==> config.mk <==
export PLATFORM = sky130hd
export DESIGN_NAME = hrft_framer
export DESIGN_NICKNAME = d
export VERILOG_FILES = /design/src/rtl/hrft_pkg.sv /design/src/rtl/hrft_framer.sv /design/src/rtl/hrft_shadow_mem.sv
export VERILOG_INCLUDE_DIRS = /design/src /design/src/rtl
export SDC_FILE = /design/constraint.sdc
export NUM_CORES = 1
export LEC_CHECK = 0
export BUFFER_PORTS_ARGS = -buffer_cell sky130_fd_sc_hd__buf_2
export CAP_MARGIN = 20
export CELL_PAD_IN_SITES_DETAIL_PLACEMENT = 1
export CELL_PAD_IN_SITES_GLOBAL_PLACEMENT = 1
export CORE_MARGIN = 4
export CORE_UTILIZATION = 51
export DETAILED_ROUTE_END_ITERATION = 7
export PLACE_DENSITY = 0.88
export SYNTH_ARGS = -nofsm -noshare
export SYNTH_HDL_FRONTEND = slang
export SYNTH_SLANG_ARGS = --single-unit
==> constraint.sdc <==
create_clock -name core_clk -period 3.7 [get_ports core_clk]
set_input_delay 0.555 -clock core_clk [delete_from_list [all_inputs] [get_ports core_clk]]
set_output_delay 0.555 -clock core_clk [all_outputs]
set_load 0.1 [all_outputs]
==> src/rtl/hrft_params.svh <==
/*
 * Constants of the register frame transmitter: frame layout, shadow byte
 * offsets and control bit positions.
 * Assumes it is included by its bare name, once per compile unit.
 */
`ifndef HRFT_PARAMS_SVH
`define HRFT_PARAMS_SVH

// ****************************************************************
// Frame layout
// ****************************************************************
`define HRFT_FRAME_TYPE    8'h27
`define HRFT_FRAME_WORDS   3'h5
`define HRFT_LAST_WORD     3'h4
`define HRFT_CMD_FLAG_BIT  15

// ****************************************************************
// Shadow register byte offsets and the soft reset bit position
// ****************************************************************
`define HRFT_ADDR_COMMAND  5'h02
`define HRFT_ADDR_DEVCTL   5'h0F
`define HRFT_SOFT_RESET_BIT_BIT      2

`endif

==> src/rtl/hrft_pkg.sv <==
/*
 * Types of the register frame transmitter.
 * Assumes nothing of its surroundings; used by hrft_framer.
 */
package hrft_pkg;

    typedef enum logic [4:0] {
        transport_idle_state       = 5'h01,
        command_frame_build_state  = 5'h02,
        command_frame_status_state = 5'h04,
        control_frame_build_state  = 5'h08,
        control_frame_status_state = 5'h10
    } hrft_state_t;

endpackage : hrft_pkg

==> src/rtl/hrft_framer.sv <==
/*
 * Register host-to-device frame transmitter: command and control frame
 * sequences, pending tracking, word hand-off to the link layer.
 * Assumes link layer and shadow write port run on core_clk.
 */
`timescale 1ns/1ps
`include "hrft_params.svh"

module hrft_framer #(
    parameter bit CTRL_ON_ANY_WRITE = 1'b0
) (
    input  wire logic        core_clk,
    input  wire logic        soft_reset_bit,
    input  wire logic        sh_wr_en,
    input  wire logic [4:0]  sh_wr_addr,
    input  wire logic [7:0]  sh_wr_data,
    input  wire logic        link_tx_ready,
    input  wire logic        link_illegal,
    input  wire logic        link_rx_active,
    input  wire logic        link_status_valid,
    input  wire logic        link_status_err,
    output logic             tx_req,
    output logic             tx_valid,
    output logic      [31:0] tx_data,
    output logic             tx_last,
    output logic             tx_done,
    output logic             cmd_pending,
    output logic             ctrl_pending
);

    hrft_pkg::hrft_state_t state_q;

    logic        cmd_pending_q;
    logic        ctrl_pending_q;
    logic        soft_reset_bit_prev_q;
    logic [2:0]  word_idx_q;
    logic [1:0]  fetch_q;
    logic        tx_req_q;
    logic        tx_valid_q;
    logic [31:0] tx_data_q;
    logic        tx_last_q;
    logic        tx_done_q;
    logic [31:0] mem_rd_data;
    logic [15:0] mem_hi;

    logic cmd_write;
    logic ctrl_write;
    logic in_build;
    logic link_abort;
    logic start;
    logic last_accept;
    logic cmd_ok;
    logic ctrl_ok;

    // Word 0 header bytes are forced so software cannot corrupt type or flag
    function automatic logic [31:0] frame_word(input logic [31:0] raw, input logic first, input logic is_cmd);
        frame_word = first ? {raw[31:16], is_cmd, 7'h00, `HRFT_FRAME_TYPE} : raw;
    endfunction : frame_word

    // ****************************************************************
    // Shadow register store
    // ****************************************************************
    hrft_shadow_mem #(
        .DEPTH (5),
        .AW    (3)
    ) u_shadow (
        .core_clk (core_clk),
        .soft_reset_bit     (soft_reset_bit),
        .wr_en    (sh_wr_en),
        .wr_addr  (sh_wr_addr),
        .wr_data  (sh_wr_data),
        .rd_addr  (word_idx_q),
        .rd_data  (mem_rd_data)
    );

    assign mem_hi = mem_rd_data[31:16];

    // ****************************************************************
    // Pending tracking
    // ****************************************************************
    assign cmd_write   = sh_wr_en && (sh_wr_addr == `HRFT_ADDR_COMMAND);
    assign ctrl_write  = sh_wr_en && (sh_wr_addr == `HRFT_ADDR_DEVCTL)
                         && (CTRL_ON_ANY_WRITE || (sh_wr_data[`HRFT_SOFT_RESET_BIT_BIT] != soft_reset_bit_prev_q));
    assign cmd_ok      = (state_q == hrft_pkg::command_frame_status_state)
                         && link_status_valid && !link_status_err;
    assign ctrl_ok     = (state_q == hrft_pkg::control_frame_status_state)
                         && link_status_valid && !link_status_err;

    // New write wins over a clear in the same cycle
    always_ff @(posedge core_clk) begin
        if (soft_reset_bit) begin
            cmd_pending_q <= 1'b0;
        end else if (cmd_write) begin
            cmd_pending_q <= 1'b1;
        end else if (cmd_ok) begin
            cmd_pending_q <= 1'b0;
        end
    end

    always_ff @(posedge core_clk) begin
        if (soft_reset_bit) begin
            ctrl_pending_q <= 1'b0;
        end else if (ctrl_write) begin
            ctrl_pending_q <= 1'b1;
        end else if (ctrl_ok) begin
            ctrl_pending_q <= 1'b0;
        end
    end

    always_ff @(posedge core_clk) begin
        if (soft_reset_bit) begin
            soft_reset_bit_prev_q <= 1'b0;
        end else if (sh_wr_en && (sh_wr_addr == `HRFT_ADDR_DEVCTL)) begin
            soft_reset_bit_prev_q <= sh_wr_data[`HRFT_SOFT_RESET_BIT_BIT];
        end
    end

    // ****************************************************************
    // Sequence control
    // ****************************************************************
    assign in_build    = (state_q == hrft_pkg::command_frame_build_state)
                         || (state_q == hrft_pkg::control_frame_build_state);
    assign link_abort  = in_build && (link_illegal || link_rx_active);
    assign start       = (state_q == hrft_pkg::transport_idle_state) && !link_rx_active
                         && (cmd_pending_q || ctrl_pending_q);
    assign last_accept = tx_valid_q && link_tx_ready && (word_idx_q == `HRFT_LAST_WORD);

    always_ff @(posedge core_clk) begin
        if (soft_reset_bit) begin
            state_q <= hrft_pkg::transport_idle_state;
        end else begin
            case (state_q)
                hrft_pkg::transport_idle_state: begin
                    // Receive traffic has priority; idle waits it out
                    if (!link_rx_active && cmd_pending_q) begin
                        state_q <= hrft_pkg::command_frame_build_state;
                    end else if (!link_rx_active && ctrl_pending_q) begin
                        state_q <= hrft_pkg::control_frame_build_state;
                    end
                end
                hrft_pkg::command_frame_build_state: begin
                    if (link_abort) begin
                        state_q <= hrft_pkg::transport_idle_state;
                    end else if (last_accept) begin
                        state_q <= hrft_pkg::command_frame_status_state;
                    end
                end
                hrft_pkg::control_frame_build_state: begin
                    if (link_abort) begin
                        state_q <= hrft_pkg::transport_idle_state;
                    end else if (last_accept) begin
                        state_q <= hrft_pkg::control_frame_status_state;
                    end
                end
                hrft_pkg::command_frame_status_state,
                hrft_pkg::control_frame_status_state: begin
                    if (link_status_valid) begin
                        state_q <= hrft_pkg::transport_idle_state;
                    end
                end
                default: begin
                    state_q <= hrft_pkg::transport_idle_state;
                end
            endcase
        end
    end

    // ****************************************************************
    // Word hand-off to the link layer
    // ****************************************************************
    // Two-cycle fetch covers the address register and the store read register
    always_ff @(posedge core_clk) begin
        if (soft_reset_bit) begin
            word_idx_q <= 3'h0;
            fetch_q    <= 2'h0;
            tx_req_q   <= 1'b0;
            tx_valid_q <= 1'b0;
            tx_data_q  <= 32'h0000_0000;
            tx_last_q  <= 1'b0;
            tx_done_q  <= 1'b0;
        end else begin
            tx_done_q <= 1'b0;
            if (start) begin
                word_idx_q <= 3'h0;
                fetch_q    <= 2'h1;
                tx_req_q   <= 1'b1;
            end else if (link_abort) begin
                fetch_q    <= 2'h0;
                tx_req_q   <= 1'b0;
                tx_valid_q <= 1'b0;
                tx_last_q  <= 1'b0;
            end else if (in_build) begin
                fetch_q <= {fetch_q[0], 1'b0};
                if (fetch_q[1]) begin
                    tx_data_q  <= frame_word(mem_rd_data, word_idx_q == 3'h0,
                                  state_q == hrft_pkg::command_frame_build_state);
                    tx_valid_q <= 1'b1;
                    tx_last_q  <= (word_idx_q == `HRFT_LAST_WORD);
                end else if (tx_valid_q && link_tx_ready) begin
                    tx_valid_q <= 1'b0;
                    tx_last_q  <= 1'b0;
                    if (word_idx_q == `HRFT_LAST_WORD) begin
                        tx_done_q <= 1'b1;
                        tx_req_q  <= 1'b0;
                    end else begin
                        word_idx_q <= word_idx_q + 3'h1;
                        fetch_q    <= 2'h1;
                    end
                end
            end
        end
    end

    assign tx_req       = tx_req_q;
    assign tx_valid     = tx_valid_q;
    assign tx_data      = tx_data_q;
    assign tx_last      = tx_last_q;
    assign tx_done      = tx_done_q;
    assign cmd_pending  = cmd_pending_q;
    assign ctrl_pending = ctrl_pending_q;
endmodule : hrft_framer

==> src/rtl/hrft_shadow_mem.sv <==
/*
 * Shadow register store: byte writes from software side, word reads
 * with registered data for frame building.
 * Assumes writer and reader share core_clk; reset is synchronous.
 */
`timescale 1ns/1ps

module hrft_shadow_mem #(
    parameter int DEPTH  = 5,
    parameter int AW     = 3
) (
    input  wire logic            core_clk,
    input  wire logic            soft_reset_bit,
    input  wire logic            wr_en,
    input  wire logic [AW+1:0]   wr_addr,
    input  wire logic [7:0]      wr_data,
    input  wire logic [AW-1:0]   rd_addr,
    output logic      [31:0]     rd_data
);

    logic [31:0] mem_q [DEPTH];
    logic [31:0] rd_data_q;

    // ****************************************************************
    // Byte-wide writes, all registers cleared by reset
    // ****************************************************************
    always_ff @(posedge core_clk) begin
        if (soft_reset_bit) begin
            for (int i = 0; i < DEPTH; i++) begin
                mem_q[i] <= 32'h0000_0000;
            end
        end else if (wr_en && (int'(wr_addr[AW+1:2]) < DEPTH)) begin
            mem_q[wr_addr[AW+1:2]][wr_addr[1:0]*8 +: 8] <= wr_data;
        end
    end

    // Out-of-range reads return zero rather than an undefined word
    always_ff @(posedge core_clk) begin
        if (soft_reset_bit) begin
            rd_data_q <= 32'h0000_0000;
        end else if (int'(rd_addr) < DEPTH) begin
            rd_data_q <= mem_q[rd_addr];
        end else begin
            rd_data_q <= 32'h0000_0000;
        end
    end

    assign rd_data = rd_data_q;

endmodule : hrft_shadow_mem

======== After elaboration in Yosys (flattened, before gate mapping) ========
Memory sizes are Yosys's and may differ from the RTL's. A register that Yosys moved wholly into a read port is not among the register bits.
Index checks and enable logic that the tools add are counted.
Widths: inputs -> output; s select.
operators by class
  add/subtract/negate cells ............... 2
  magnitude comparators ................... 2
  eq/ne operators ......................... 14
  shift operators ......................... 2
  muxes and demuxes ....................... 41
  bitwise gates (word level) .............. 7
  reduce and logical (&&, ||, !) cells .... 39
operator list
  kind                     number
  $mux 32                  3
  $mux 5                   7
  $neg 5->34               1
  $shift 8x34->32 const A  1
  $shiftx 8x34->32         1
  $reduce_or 32->1         1
  $mux 1                   25
  $pmux 5 s4               1
  $mux 16                  1
  $logic_and 1x1->1        15
  $reduce_and 4->1         3
  $reduce_bool 3->1        4
  $eq 5x2->1 const B       2
  $eq 5x4->1 const B       2
  $not 1->1                7
  $lt 3x3->1 const B       2
  $mux 2                   3
  $ne 3x1->1 const B       2
  $ne 3x3->1 const B       2
  $reduce_bool 2->1        3
  $reduce_or 2->1          3
  $reduce_or 6->1          1
  $eq 5x1->1 const B       1
  $eq 5x3->1 const B       1
  other kinds (12)         15
storage, ports and cells
  bits in registers ....................... 49
  bits in writable memories ............... 160
  word-level logic and storage cells ...... 120
  memories ................................ 1
memories
  name            depth  bits a word  rd ports  clocked after Yosys merged registers in  write ports  RTL line               text
  u_shadow.mem_q  5      32           1         1                                        5            hrft_shadow_mem.sv:21  logic [31:0] mem_q [DEPTH];

======== Logic depth before layout (Yosys ltp) ========
  depth in word-level cells ............... 7
  gate-level depth with buffers ........... 8
  mapped depth without buffers ............ 6

======== Cells and area by module ========
Synthesis repeated with hierarchy kept, for this count alone.
second synthesis, totals
  cell total of the unflattened synthesis .. 869
  area, all modules ....................... 10059.6 um^2
modules (own cells, without submodules)
  module           instances  cells an instance  area an instance (um^2)  seq. area each (um^2)
  hrft_shadow_mem  1          613                7992.7                   5445.2
  hrft_framer      1          256                2067.0                   980.9

======== Worst setup path before layout ========
OpenSTA, ideal clock, no wires.
  path kind ............................... register to register
  start ................................... reg tx_valid_q (netlist: tx_valid)
  end ..................................... reg state_q[1]
  setup time .............................. 117 ps
  arrival time ............................ 2127 ps
  setup slack ............................. 1456 ps
  cell stages (with the launch flop) ...... 5
  path buffers ............................ 0
  clock period less this slack ............ 2244 ps
  cells stage by stage .................... dfxtp_1 > nand2_1 > o2111a_1 > or3_1 > a32o_1
between the ends
  cells in the longest elaborated chain, start to end .. 4
  elaborated cells on any way between the ends .. 5
  classes of those cells .................. eq/ne (2); reduce/logical (3)
RTL lines
  element                              RTL line            text
  from (decl)                          hrft_framer.sv:39   logic tx_valid_q;
  from (signal assigned)               hrft_framer.sv:177  tx_valid_q <= 1'b0;
  from (signal assigned)               hrft_framer.sv:190  tx_valid_q <= 1'b0;
  from (signal assigned)               hrft_framer.sv:197  tx_valid_q <= 1'b1;
  $logic_and 1x1->1 * (2 in a row)     hrft_framer.sv:126  assign last_accept = tx_valid_q && link_tx_ready && (word_idx_q == `HRFT_LAST_WORD);
  $ne 3x3->1 (no source line)          n/a
  $reduce_and 4->1 (no source line) *  n/a
  to (signal assigned)                 hrft_framer.sv:130  state_q <= hrft_pkg::transport_idle_state;
  to (signal assigned)                 hrft_framer.sv:136  state_q <= hrft_pkg::command_frame_build_state;
  to (signal assigned)                 hrft_framer.sv:138  state_q <= hrft_pkg::control_frame_build_state;
  to (decl)                            hrft_framer.sv:31   hrft_pkg::hrft_state_t state_q;
Mark *: on every way between the ends. The rest lies on a longest branch, timed or not.
A chain may end at the register's enable or synchronous reset.

==> summary.txt <==
Timing
  • Slew HR: around a third
  • Minimum clock period: between 2000 and 3000 ps
  • Final hold violations: 0
  • Worst setup margin: 1172 ps
  • Final setup vio count: 0
  • FMAX: 395.6 MHz
  • Final Slew Violations: 0
  • Setup Skew: ~12 ps
  • RSZ-0062 raised after global routing: no
  • Worst-Margin Slew: 999.2 ps
  • Setup TNS: 0 ps
  • Fin crit share: 68.31%

CTS
  • Later-pin clock latency in the skew report: 530 ps
  • CTS Hold Buffers Added: 0
  • Post_cts resized: 0
  • Worst-path clk slew: 60 ps
  • # clock sinks: 241
  • Clock tree buffer depth: 3
  • CTS tree: built
  • Num CTS Buffers: 25
  • Post-CTS setup buffers: 0
  • Root Driver: clkbuf_16
  • H-tree depth: 1

Logic synthesis
  • Number of synthesized flops with an enable pin: 160
  • Post-Syn Nets: 857
  • Area share of the largest cell type after synthesis: 48.86%
  • Sequential area share after synthesis: 65.35%
  • Top cell type by total area after synthesis: edfxtp_1
  • Post-Syn Area per Cell: around 12 um2
  • Synth Flop Type: edfxtp_1
  • Yosys reg bits: 241
  • Distinct cells, synth: 52
  • Async set-reset flop share out of synthesis: 0%
  • Leading post-synthesis cells by cell area: edfxtp_1 49%, dfxtp_1 16%, nor2_1 7.9%
  • YS warnings: 0
  • Mapped Area: 9833 um2
  • Synthesized netlist cell count: 828

Routing
  • Drt pass-1 iters: 5
  • Antenna Violating Nets Remaining: 0
  • DRC viols: 0
  • Vias per inst: 5.881
  • Post-Route WL: 25890 um
  • Routed len/inst: 22.46 um
  • Initial DRC count: 453
  • Vias post-DR: 6781

Die
  • Die X: 146.9 um
  • CORE AREA: 18830 um2
  • Die Span Y: 146.9 um
  • Initial Utilization: between 50% and 60%
  • Row cnt: 50
  • Die area: 21570 um2
  • Num ports: 59

Final layout
  • Final Util: 58.76%
  • # nets final: 906
  • Area Overhead vs Synth: 12.53%
  • Layout cells sized above 1: 16.48%
  • Register area: 6427 um2
  • Area occupied by multi-input gates: 3193 um2
  • FILL cells: 1928

Critical path
  • Crit path DAT: 2690 ps
  • Setup crit start kind: input pin
  • Crit. End Element: flip-flop
  • WP data required: 3860 ps
  • Crit Path Category: input pin to flip-flop
  • Critical Path Fanout Max: 27

Global routing
  • Initial antenna violation count: 1
  • Global-route wire length before repair: 40800 um
  • Vias in the first global route: 6994
  • Total Routing Usage GR: 24.08%
  • Pin count of the biggest net entering global routing: 60
  • GRT overflow: 0

Placed design
  • Post-DP HPWL: 18030 um
  • Port buffer count: 58
  • Dpl ws: around 760 ps
  • Gp weighted congestion: 0.8560

Outcome
  • Status: finished, final reports clean

Pwr
  • Worst VDD drop: 0.3639 mV
  • Leakage: approximately 0.0038 uW
  • PwrDens: between 500 and 600 nW/um2

Min path
  • Hold Crit Class: input pin to flip-flop

Job
  • Max Cap Viol: 0
-- worst paths after layout --
kind	endpoint	from	cells after the start	slack, ps
worst max register to register	word_idx_q[0]	word_idx_q[1]	7	1370
worst min register to register	tx_data[16]	u_shadow.rd_data[16]	2	440
worst min-delay path	soft_reset_bit_prev_q	sh_wr_data[2]	3	380
worst max-delay path	u_shadow.mem_q[3][1]	soft_reset_bit	3	1170
-- report_power, final --
part           internal [uW]  switching, uW
clock network           1320            991
registers               2990           59.3
logic                   86.8            215
-- kinds of logic (layout without fill, tap and decap cells) --
logic type	after synthesis	after routing	share of synthesized area, %
simple gates	403	403	17.76
flops	241	241	65.35
compound gates	90	90	6.044
buf+inv	51	115	2.227
mux	32	32	7.329
fa+ha+maj	8	8	1.018
xor+xnor	3	3	0.2673
other cells	0	1	0
-- through the flow --
step | std cells | total power, uW | hold WS, ps | instance area, um2
after floorplan | 828 | 3267 | 417.4 | 9833
after global placement | 1109 | 3365 | 424.5 | 10310
after detailed placement | 1109 | 3391 | 429.7 | 10310
after CTS | 1151 | 5679 | 367.1 | 11050
after global routing | 1153 | 5839 | 395.3 | 11070
final | 1153 | 5657 | 378.2 | 11070
-- placed cells by master (no fill, tap or decap), types with 3 or more instances in the layout --
cell type / synthesis / layout
a21oi_1: 36 / 36
a22oi_1: 33 / 33
buf_2: 7 / 58
buf_4: 3 / 7
clkbuf_1: 29 / 8
clkbuf_16: 0 / 25
clkbuf_8: 0 / 4
clkinv_1: 1 / 3
dfxtp_1: 81 / 80
edfxtp_1: 160 / 160
ha_1: 8 / 8
inv_1: 4 / 4
mux4_2: 32 / 32
nand2_1: 120 / 120
nand3_1: 19 / 19
nand4_1: 6 / 6
nand4b_1: 5 / 5
nor2_1: 206 / 206
nor2b_1: 7 / 7
nor3_1: 13 / 12
nor3_2: 3 / 4
nor3b_2: 3 / 3
nor4_1: 3 / 3
o21ai_0: 4 / 4
o21ai_1: 3 / 3
-- synthesized netlist by cell type, drive strengths merged, types with 7 or more instances --
cell / count
nor2: 206
edfxtp: 160
nand2: 120
dfxtp: 81
a21oi: 36
a22oi: 33
mux4: 32
clkbuf: 29
nand3: 19
nor3: 16
buf: 15
ha: 8
nor2b: 7
o21ai: 7
-- registers in the layout, indices dropped and copies added, names as in the netlist --
signal and flops:
fetch_q 2, cmd_pending 1, ctrl_pending 1, soft_reset_bit_prev_q 1
word_idx_q 3, u_shadow.mem_q 160, tx_req 1, tx_valid 1
tx_last 1, tx_done 1, tx_data 32, state_q 5
u_shadow.rd_data 32
-- layer usage --
| layer | up-vias | global-route usage [%] | part of all wire (%) |
|---|---|---|---|
| met5 | - | 0 | 0 |
| met4 | 0 | 6.021 | 2.6 |
| met3 | 46 | 3.856 | 6.5 |
| met2 | 252 | 40.72 | 49 |
| met1 | 3419 | 32.93 | 42 |
| li1 | 3064 | - | - |
-- area by class of cell --
type	instances	area share [%]
clock inverters	5	0.2374
flip-flops and latches	241	58.08
inverters	7	0.2374
well taps	260	2.940
repair buffers	66	3.200
clock buffers	37	6.422
diodes	1	0.02261
multi-input cells	536	28.86
-- critical path, cell delays in order --
cell,delay [ps]
buf_2,440
clkinv_1,970
nand2_1,690
(Power assumes the default switching activity.)
